### src/common/acyc_pkg.sv
// Constants for the acyclic parameter access and drive command word block.
// Assumes one 100 MHz clock and a Modbus front end that hands over parsed requests.

`default_nettype none

package acyc_pkg;

  // --------------------------------------------------------------------------
  // Modbus function and exception codes
  // --------------------------------------------------------------------------
  localparam logic [7:0] FC_READ_HOLD   = 8'h03;
  localparam logic [7:0] FC_WR_SINGLE   = 8'h06;
  localparam logic [7:0] FC_WR_MULTI    = 8'h10;
  localparam logic [7:0] FC_RW_MULTI    = 8'h17;
  localparam logic [7:0] EXC_NONE       = 8'h00;
  localparam logic [7:0] EXC_ILL_FUNC   = 8'h01;
  localparam logic [7:0] EXC_ILL_ADDR   = 8'h02;
  localparam logic [7:0] EXC_ILL_VALUE  = 8'h03;

  // --------------------------------------------------------------------------
  // Non-cyclic address map
  // --------------------------------------------------------------------------
  localparam logic [15:0] NONCYC_BASE   = 16'h0210;
  localparam logic [15:0] ID_MENU_SCALE = 16'h0064;
  localparam logic [15:0] CW_MENU       = 16'h0006;
  localparam logic [15:0] CW_INDEX      = 16'h002A;
  localparam logic [7:0]  REGS_FOR_32   = 8'h02;
  localparam logic        REGS_SEL_RST  = 1'b1;

  // --------------------------------------------------------------------------
  // Command word layout
  // --------------------------------------------------------------------------
  localparam int CW_WIDTH     = 16;
  localparam int CW_ENABLE    = 0;
  localparam int CW_RUN_FWD   = 1;
  localparam int CW_JOG       = 2;
  localparam int CW_RUN_REV   = 3;
  localparam int CW_DIR       = 4;
  localparam int CW_RUN       = 5;
  localparam int CW_REF_SEL   = 8;
  localparam int CW_TRIP_RST  = 13;
  localparam logic [15:0] CW_USED_MASK = 16'h213F;
  localparam logic [15:0] CW_RST_VALUE = 16'h0000;

  // --------------------------------------------------------------------------
  // Speed reference selection
  // --------------------------------------------------------------------------
  localparam logic [3:0] PRESET_DEFAULT = 4'h1;
  localparam logic [3:0] PRESET_SEL_OFF = 4'h0;

endpackage

`default_nettype wire

### src/hdl/acyclic_param_ctrl.sv
// Acyclic parameter access checker and drive command word decoder.
// Assumes the Modbus front end delivers parsed requests and that a parameter
// table answers the size of a looked-up identifier combinationally, in the same clock cycle.

`timescale 1ns/10ps
`default_nettype none

module acyclic_param_ctrl (
  // Clock and reset
  input  wire logic        clk,
  input  wire logic        srst,
  // Settings from the parameter store
  input  wire logic        regs_per_param_select,
  input  wire logic        master_one_based,
  input  wire logic        cyclic_in_use,
  input  wire logic        cyclic_packing_enable,
  input  wire logic        run_source_from_bus,
  input  wire logic [3:0]  preset_selector,
  // Safety pins
  input  wire logic        safe_torque_in_a,
  input  wire logic        safe_torque_in_b,
  // Parsed Modbus request
  input  wire logic        req_valid,
  output logic             req_ready,
  input  wire logic [7:0]  req_func,
  input  wire logic [15:0] req_addr,
  input  wire logic [7:0]  req_count,
  input  wire logic [31:0] req_wdata,
  // Parameter size lookup
  output logic      [15:0] lookup_id,
  input  wire logic        param_is_32,
  // Answer and parameter access
  output logic             resp_valid,
  output logic             resp_exception,
  output logic      [7:0]  resp_code,
  output logic             param_wr,
  output logic             param_rd,
  output logic      [15:0] param_id,
  output logic      [31:0] param_wdata,
  output logic             map_clear,
  // Drive command outputs
  output logic      [31:0] drive_command_word,
  output logic             drive_enable_param,
  output logic             run_forward_param,
  output logic             jog_param,
  output logic             run_reverse_param,
  output logic             direction_param,
  output logic             run_param,
  output logic             digital_ref_select_param,
  output logic      [3:0]  active_preset,
  output logic             trip_reset_param,
  output logic             external_safety_permit
);

  typedef struct packed {
    logic        busy;
    logic [7:0]  func;
    logic [7:0]  count;
    logic [31:0] wdata;
    logic [15:0] id;
    logic [7:0]  pre_code;
    logic        acyc_seen;
    logic        resp_valid;
    logic        resp_exc;
    logic [7:0]  resp_code;
    logic        wr;
    logic        rd;
    logic        clear;
    logic [15:0] cw;
    logic        cw_trip_prev;
    logic [2:0]  sto_a;
    logic [2:0]  sto_b;
    logic        permit;
    logic [7:0]  drv;
    logic [3:0]  preset;
    logic        trip;
  } state_t;

  state_t      s;
  state_t      next_s;
  logic        dec_in_area;
  logic        dec_aligned;
  logic [15:0] dec_id;
  logic        func_ok;
  logic        too_short;
  logic        bus_ok;

  // Function codes that reach the parameter table
  function automatic logic func_known(input logic [7:0] f);
    return (f == acyc_pkg::FC_READ_HOLD) || (f == acyc_pkg::FC_WR_SINGLE) ||
           (f == acyc_pkg::FC_WR_MULTI)  || (f == acyc_pkg::FC_RW_MULTI);
  endfunction

  // Functions that carry write data
  function automatic logic func_writes(input logic [7:0] f);
    return (f == acyc_pkg::FC_WR_SINGLE) || (f == acyc_pkg::FC_WR_MULTI) ||
           (f == acyc_pkg::FC_RW_MULTI);
  endfunction

  localparam logic [15:0] CW_ID =
    16'(acyc_pkg::CW_MENU * acyc_pkg::ID_MENU_SCALE + acyc_pkg::CW_INDEX);

  param_addr_decode u_decode (
    .addr      (req_addr),
    .two_regs  (regs_per_param_select),
    .one_based (master_one_based),
    .in_area   (dec_in_area),
    .aligned   (dec_aligned),
    .param_id  (dec_id)
  );

  // --------------------------------------------------------------------------
  // Next state
  // --------------------------------------------------------------------------
  // Two-stage request pipe: decode, then size check one cycle later
  always_comb begin
    next_s            = s;
    next_s.resp_valid = 1'b0;
    next_s.wr         = 1'b0;
    next_s.rd         = 1'b0;
    next_s.clear      = 1'b0;
    func_ok           = func_known(req_func);
    // One register is only 16 bits wide, so single-register mode is short
    too_short = (s.func == acyc_pkg::FC_WR_SINGLE) ||
                !regs_per_param_select ||
                (s.count < acyc_pkg::REGS_FOR_32);
    bus_ok = run_source_from_bus;
    if (req_valid && req_ready) begin
      next_s.busy  = 1'b1;
      next_s.func  = req_func;
      next_s.count = req_count;
      next_s.wdata = req_wdata;
      next_s.id    = dec_id;
      if (!func_ok) begin
        next_s.pre_code = acyc_pkg::EXC_ILL_FUNC;
      end else if (!dec_in_area || !dec_aligned) begin
        next_s.pre_code = acyc_pkg::EXC_ILL_ADDR;
      end else begin
        next_s.pre_code = acyc_pkg::EXC_NONE;
      end
    end else if (s.busy) begin
      next_s.busy       = 1'b0;
      next_s.resp_valid = 1'b1;
      if (s.pre_code != acyc_pkg::EXC_NONE) begin
        next_s.resp_exc  = 1'b1;
        next_s.resp_code = s.pre_code;
      end else if (param_is_32 && too_short) begin
        next_s.resp_exc  = 1'b1;
        next_s.resp_code = acyc_pkg::EXC_ILL_VALUE;
      end else begin
        next_s.resp_exc  = 1'b0;
        next_s.resp_code = acyc_pkg::EXC_NONE;
        next_s.wr        = func_writes(s.func);
        next_s.rd        = (s.func == acyc_pkg::FC_READ_HOLD) ||
                           (s.func == acyc_pkg::FC_RW_MULTI);
        // Outbound mapping is wiped once, only when cyclic data is idle
        if (!s.acyc_seen && !cyclic_in_use) begin
          next_s.clear = 1'b1;
        end
        next_s.acyc_seen = 1'b1;
        // Upper half of a 32-bit write is reserved and dropped
        if (func_writes(s.func) && s.id == CW_ID) begin
          next_s.cw = s.wdata[acyc_pkg::CW_WIDTH-1:0];
        end
      end
    end

    // Three-stage pin sync, permit follows once stages two and three agree
    next_s.sto_a = {s.sto_a[1:0], safe_torque_in_a};
    next_s.sto_b = {s.sto_b[1:0], safe_torque_in_b};
    if ((s.sto_a[1] == s.sto_a[2]) && (s.sto_b[1] == s.sto_b[2])) begin
      next_s.permit = s.sto_a[2] && s.sto_b[2];
    end

    // Command word decode, gated by run source; enable, run and jog bits also by safety permit
    next_s.drv[0] = bus_ok && s.permit && s.cw[acyc_pkg::CW_ENABLE];
    next_s.drv[1] = bus_ok && s.permit && s.cw[acyc_pkg::CW_RUN_FWD];
    next_s.drv[2] = bus_ok && s.permit && s.cw[acyc_pkg::CW_JOG];
    next_s.drv[3] = bus_ok && s.permit && s.cw[acyc_pkg::CW_RUN_REV];
    next_s.drv[4] = bus_ok && s.cw[acyc_pkg::CW_DIR];
    next_s.drv[5] = bus_ok && s.permit && s.cw[acyc_pkg::CW_RUN];
    next_s.drv[6] = bus_ok && s.cw[acyc_pkg::CW_REF_SEL];
    next_s.drv[7] = 1'b0;
    // Preset one unless the selector names another digital reference
    next_s.preset = (preset_selector == acyc_pkg::PRESET_SEL_OFF) ?
                    acyc_pkg::PRESET_DEFAULT : preset_selector;
    // Only the rising edge resets; a live fault will retrip by itself
    next_s.trip = bus_ok && s.cw[acyc_pkg::CW_TRIP_RST] && !s.cw_trip_prev;
    next_s.cw_trip_prev = s.cw[acyc_pkg::CW_TRIP_RST];
  end

  // --------------------------------------------------------------------------
  // State register
  // --------------------------------------------------------------------------
  always_ff @(posedge clk) begin
    if (srst) begin
      s    <= '0;
      s.cw <= acyc_pkg::CW_RST_VALUE;
    end else begin
      s <= next_s;
    end
  end

  // --------------------------------------------------------------------------
  // Outputs
  // --------------------------------------------------------------------------
  // Ready is combinational so a new request can follow each answer
  assign req_ready                = !s.busy;
  assign lookup_id                = s.id;
  assign resp_valid               = s.resp_valid;
  assign resp_exception           = s.resp_exc;
  assign resp_code                = s.resp_code;
  assign param_wr                 = s.wr;
  assign param_rd                 = s.rd;
  assign param_id                 = s.id;
  assign param_wdata              = s.wdata;
  assign map_clear                = s.clear;
  assign drive_command_word       = cyclic_packing_enable ? {16'h0000, s.cw} :
                                    {16'h0000, s.cw};
  assign drive_enable_param       = s.drv[0];
  assign run_forward_param        = s.drv[1];
  assign jog_param                = s.drv[2];
  assign run_reverse_param        = s.drv[3];
  assign direction_param          = s.drv[4];
  assign run_param                = s.drv[5];
  assign digital_ref_select_param = s.drv[6];
  assign active_preset            = s.preset;
  assign trip_reset_param         = s.trip;
  assign external_safety_permit   = s.permit;

  // --------------------------------------------------------------------------
  // Checks
  // --------------------------------------------------------------------------
  chk_fc06_wide_refused: assert property (@(posedge clk) disable iff (srst)
    (s.busy && s.pre_code == acyc_pkg::EXC_NONE && s.func == acyc_pkg::FC_WR_SINGLE
     && param_is_32) |=> (resp_exception && !param_wr))
    else $error("single write to 32-bit parameter not refused");

  chk_short_access_refused: assert property (@(posedge clk) disable iff (srst)
    (s.busy && s.pre_code == acyc_pkg::EXC_NONE && param_is_32 &&
     s.count < acyc_pkg::REGS_FOR_32) |=> (resp_valid && resp_code == acyc_pkg::EXC_ILL_VALUE))
    else $error("short access to 32-bit parameter not refused");

  chk_bad_func_answer: assert property (@(posedge clk) disable iff (srst)
    (req_valid && req_ready && !func_known(req_func)) |=>
      ##1 (resp_valid && resp_exception && resp_code == acyc_pkg::EXC_ILL_FUNC))
    else $error("unsupported function not answered with exception");

  chk_refused_no_write: assert property (@(posedge clk) disable iff (srst)
    resp_exception && resp_valid |-> !param_wr && !param_rd && !map_clear)
    else $error("refused request still touched a parameter");

  chk_map_clear_once: assert property (@(posedge clk) disable iff (srst)
    map_clear |-> (!$past(s.acyc_seen) && !$past(cyclic_in_use) && resp_valid && !resp_exception))
    else $error("mapping clear outside first accepted access");

  chk_start_needs_permit: assert property (@(posedge clk) disable iff (srst)
    (drive_enable_param || run_forward_param || run_reverse_param || run_param || jog_param)
      |-> $past(s.permit))
    else $error("drive started without safety permit");

  chk_bus_source_gate: assert property (@(posedge clk) disable iff (srst)
    !run_source_from_bus |=> !(drive_enable_param || direction_param || trip_reset_param))
    else $error("command word acted without fieldbus run source");

  chk_ref_select_copy: assert property (@(posedge clk) disable iff (srst)
    run_source_from_bus |=> digital_ref_select_param == $past(s.cw[acyc_pkg::CW_REF_SEL]))
    else $error("reference select not copied");

  chk_trip_edge_only: assert property (@(posedge clk) disable iff (srst)
    trip_reset_param |-> ($past(s.cw[acyc_pkg::CW_TRIP_RST]) && !$past(s.cw_trip_prev))
      ##1 !trip_reset_param)
    else $error("trip reset not a single rising-edge pulse");

endmodule

`default_nettype wire

### src/hdl/param_addr_decode.sv
// Turns a non-cyclic Modbus register address into a parameter identifier.
// Purely combinational; the caller registers the result.

`timescale 1ns/10ps
`default_nettype none

module param_addr_decode (
  // Request address and mode
  input  wire logic [15:0] addr,
  input  wire logic        two_regs,
  input  wire logic        one_based,
  // Decode result
  output logic             in_area,
  output logic             aligned,
  output logic      [15:0] param_id
);

  // Local copy of the base so the offset logic reads a plain name
  localparam logic [15:0] NONCYC_BASE_W = acyc_pkg::NONCYC_BASE;

  logic [15:0] start;
  logic [15:0] rel;

  // --------------------------------------------------------------------------
  // Offset from the non-cyclic base
  // --------------------------------------------------------------------------
  // One-based masters shift the whole map up by one
  always_comb begin
    start   = NONCYC_BASE_W + {15'h0000, one_based};
    in_area = (addr >= start);
    rel     = addr - start;
  end

  // --------------------------------------------------------------------------
  // Identifier, i.e. menu*100+index, from the offset
  // --------------------------------------------------------------------------
  // Odd offsets in two-register mode hit the second half of a parameter
  always_comb begin
    if (two_regs) begin
      aligned  = ~rel[0];
      param_id = {1'b0, rel[15:1]} + 16'h0001;
    end else begin
      aligned  = 1'b1;
      param_id = rel + 16'h0001;
    end
  end

endmodule

`default_nettype wire

### config.mk
export PLATFORM = sky130hd
export DESIGN_NAME = acyclic_param_ctrl
export DESIGN_NICKNAME = d
export VERILOG_FILES = /design/src/common/acyc_pkg.sv /design/src/hdl/acyclic_param_ctrl.sv /design/src/hdl/param_addr_decode.sv
export SDC_FILE = /design/constraint.sdc
export NUM_CORES = 1
export LEC_CHECK = 0
export BUFFER_PORTS_ARGS = -buffer_cell sky130_fd_sc_hd__buf_2
export CAP_MARGIN = 5
export CORE_MARGIN = 8
export CORE_UTILIZATION = 46
export DETAILED_ROUTE_END_ITERATION = 10
export GPL_TIMING_DRIVEN = 0
export HOLD_SLACK_MARGIN = 0.03
export PLACE_DENSITY = 0.82
export SYNTH_ARGS = -nofsm -noshare
export SYNTH_HDL_FRONTEND = slang
export SYNTH_HIERARCHICAL = 1
export SYNTH_SLANG_ARGS = --single-unit
### constraint.sdc
create_clock -name clk -period 2.47 [get_ports clk]
set_input_delay 0.247 -clock clk [delete_from_list [all_inputs] [get_ports clk]]
set_output_delay 0.247 -clock clk [all_outputs]
set_load 0.1 [all_outputs]
==> run summary <==
Layout area overhead = 28.7%
Count of hold-fix buffers inserted at cts = 0
Clock latency on the worst-skew pair = 350 ps
Total placed instance area = 0.00700 mm²
Final Setup Violations = 0
Detailed-routed wire length on met3 = 870 µm
Initial detailed-routing violation count = 290
Flop and latch count out of synthesis = 110
Clock net sink count = 110
Leading register cell type out of synthesis = dfxtp_1
Tmin final = 2460 ps
CTS Buf Count = 9
Pin count of the biggest net entering global routing = 18
DRC violation count after routing = 0
Cell class contributing the biggest share of worst-path delay = compound AO/OA/AOI/OAI gates
Number of vias per cell after detailed routing = 5.08
Highest attainable clock frequency = 406 MHz
Worst-path clk slew = 70 ps
Fraction of synthesis flops using an asynchronous set or reset pin = 0
Register-to-Register Path Depth = 6
All-layer global routing usage = 0.183
Routed wire length = 15400 µm
Slew headroom = 0.629
I/O pin cnt = 202
Die Span X = 128 µm
Floorplan die area = 0.0164 mm²
Worst hold path class = input port to flop
Total non-filler cell area in the finished layout = 0.00744 mm²
Met2 Wirelength = 8050 µm
Slowest cell on the critical path = or3b_4
Library cell used as clock root buffer = clkbuf_16
Std cell rows = 41
Crit-path most repeated cell = ha_4
Total overflow reported by the global router = 0
Critical path's largest stage delay = 420 ps
Fraction of the cycle the final worst path needs = 0.997
Number of detailed-routing iterations run before antenna repair = 4
CTS tree = yes
Clock Path Buffers = 2
Synth Cell Area = 0.00578 mm²
Crit. End Element = flop
Wire length of the first global-routing pass = 24200 µm
Worst reg-to-reg setup slack = 390 ps
Worst hold path startpoint = cyclic_in_use
Worst hold path stage count = 2
Cells traversed along the worst timing path = buf_6 -> inv_4 -> ha_4 -> ha_4 -> or3b_4 -> a211oi_4 -> xnor2_4 -> a2111oi_4 -> nand4_1 -> a21boi_2 -> mux2_4 -> a22o_1
Synthesis warning total = 6
Initial antenna violation count = 1
Critical path start-end classification = input port to flop
Unrepaired setup endpoints after global routing = yes
Post-layout net count = 904
Final setup skew = 5.74 ps
Die height = 128 µm
Gp weighted congestion = 0.850
Unique masters post-synth = 74
Source of the worst register-to-register timing path = lookup_id[0]
Worst path required time = 2710 ps
H-tree depth = 3
List of most frequent post-synthesis cells = dfxtp_1 (110), buf_4 (109), a22o_1 (62), a21oi_1 (29), nand3_1 (26)
Uppermost routed layer = met4
Transition time at the pin with the least slew margin = 554 ps
Total power consumption of the routed design = 0.00493 W
Via count of the first global-routing pass = 4909
Total vias in the final route = 5083
Max-cap violation count = 0
Ratio of total power to cell area = 663 mW/mm²
Area of the placeable core = 0.0125 mm²
Worst r2r dst = drive_command_word[11]
Hold Path Sink = map_clear
Initial Utilization = 0.464
Count of buffers inserted at the top-level ports = 174
Status = finished, final reports clean
Mapped Cells = 614
Maximum net fanout on the critical path = 5
Post-synthesis sequential area ratio = 0.381
Metal-1 WL = 6130 µm
Final Hold Fails = 0
Fraction of final layout cells with drive strength greater than 1 = 0.430
Static leakage = 3.52 nW
Top-area cell type share of the netlist area = 0.381
Peak VDD IR = 349 µV
Top area cells in the synthesized netlist = dfxtp_1 (38%), buf_4 (14%), a22o_1 (9.4%)
Final max-slew violation count = 0
Post-synth top area cell = dfxtp_1
Placed wire-length estimate after detailed placement = 12400 µm
Number of nets still failing antenna checks after routing = 0
Post-DR wirelength/cell = 15.4 µm
Element type at the critical path start = input port
Data arrival time at the worst-slack endpoint = 2700 ps
Final sum of negative setup slack = 0 ps
Number of enable-type register cells in the synthesized netlist = 0
Most common cell in the netlist = dfxtp_1
Worst path bufs/invs = 2
Average cell area after synthesis = 9.41 µm²
## cells by family (layout without fill, tap and decap cells)
| family | after synthesis | in the layout | synth area share |
|---|---|---|---|
| AOI/OAI and AO/OA | 156 | 156 | 0.208 |
| DFF | 110 | 110 | 0.381 |
| buffers and inverters | 151 | 343 | 0.174 |
| and+or+nand+nor | 158 | 158 | 0.170 |
| xor gates and xnor gates | 29 | 29 | 0.0485 |
| adders and majority gates | 3 | 3 | 0.00649 |
| other | 1 | 23 | 0.000649 |
| muxes | 6 | 6 | 0.0113 |
## through the flow
stage / setup WS (ps) / util / hold slack [ps] / cells
finish: 6.91 / 0.597 / 55.9 / 1000
global route: -38.5 / 0.597 / 51.5 / 1000
CTS: 34.5 / 0.588 / 45.4 / 998
detailed placement: -573 / 0.562 / 413 / 981
global placement: -553 / 0.562 / 408 / 981
floorplan: 1.52 / - / 326 / 635
## worst max-delay path by stage
stage | from | slack [ps] | cells past startpoint | to
floorplan | req_addr[0] | 2 | 11 | lookup_id[11]
global route | req_addr[0] | -40 | 11 | lookup_id[13]
detailed placement | regs_per_param_select | -570 | 13 | lookup_id[10]
finish | req_addr[0] | 7 | 12 | lookup_id[13]
CTS | req_addr[0] | 30 | 12 | lookup_id[13]
global placement | regs_per_param_select | -550 | 13 | lookup_id[10]
## registers in the layout, indices dropped and copies added (netlist names), 2 cells and up
register,flops
resp_code,2
active_preset,4
next_s,4
param_wdata,32
lookup_id,16
s,22
drive_command_word,16
## metal layers
metal  track usage  vias up
met4        0.0720        0
met2         0.335      148
met5             0        -
li1              -     2526
met1         0.202     2383
met3        0.0374       26
## area by class of cell
| class | count | area (µm²) |
|---|---|---|
| Antenna cell | 1 | 2.50 |
| Buffer | 141 | 972 |
| Clock buffer | 12 | 256 |
| Clock inverter | 4 | 53.8 |
| Fill cell | 1126 | 5020 |
| Inverter | 10 | 40.0 |
| Multi-Input combinational cell | 374 | 2810 |
| Sequential cell | 110 | 2200 |
| Tap cell | 172 | 215 |
| Timing Repair Buffer | 176 | 892 |
## timing repair
item / in CTS / in global routing
endpoints found under the setup margin: 5 / 8
resized for setup: 3 / 25
setup buffers: 1 / 1
pin swaps: 0 / 7
cloned: 0 / 0
## worst register-to-register path, stage by stage (launching register included)
cell	delay [ps]
dfxtp_1	360
nor4_1	440
nand4_1	300
or3b_4	500
buf_6	160
o21ai_1	130
a21oi_1	70
## report_power, final
group / internal (W) / switching, W / total (W)
clock network: 0.000847 / 0.000619 / 0.00147
logic: 0.000412 / 0.00112 / 0.00153
registers: 0.00186 / 0.0000776 / 0.00194
## placed cells by master, fill, tap and decap left out, types with 7 or more instances in the layout
cell type	netlist	final
nor3_1	13	12
nand2b_1	8	8
clkbuf_1	17	16
clkbuf_16	0	9
a22o_1	62	62
nand4_1	8	8
o21ai_0	15	15
nor2_1	23	23
o21ai_1	9	8
buf_4	109	111
a21oi_1	29	28
dfxtp_1	110	110
inv_1	10	8
xnor2_1	17	17
buf_2	5	179
conb_1	1	22
nor2b_1	14	14
buf_1	7	7
nand3_1	26	24
xor2_1	10	10
nand2_1	17	15
(Power assumes the default switching activity.)
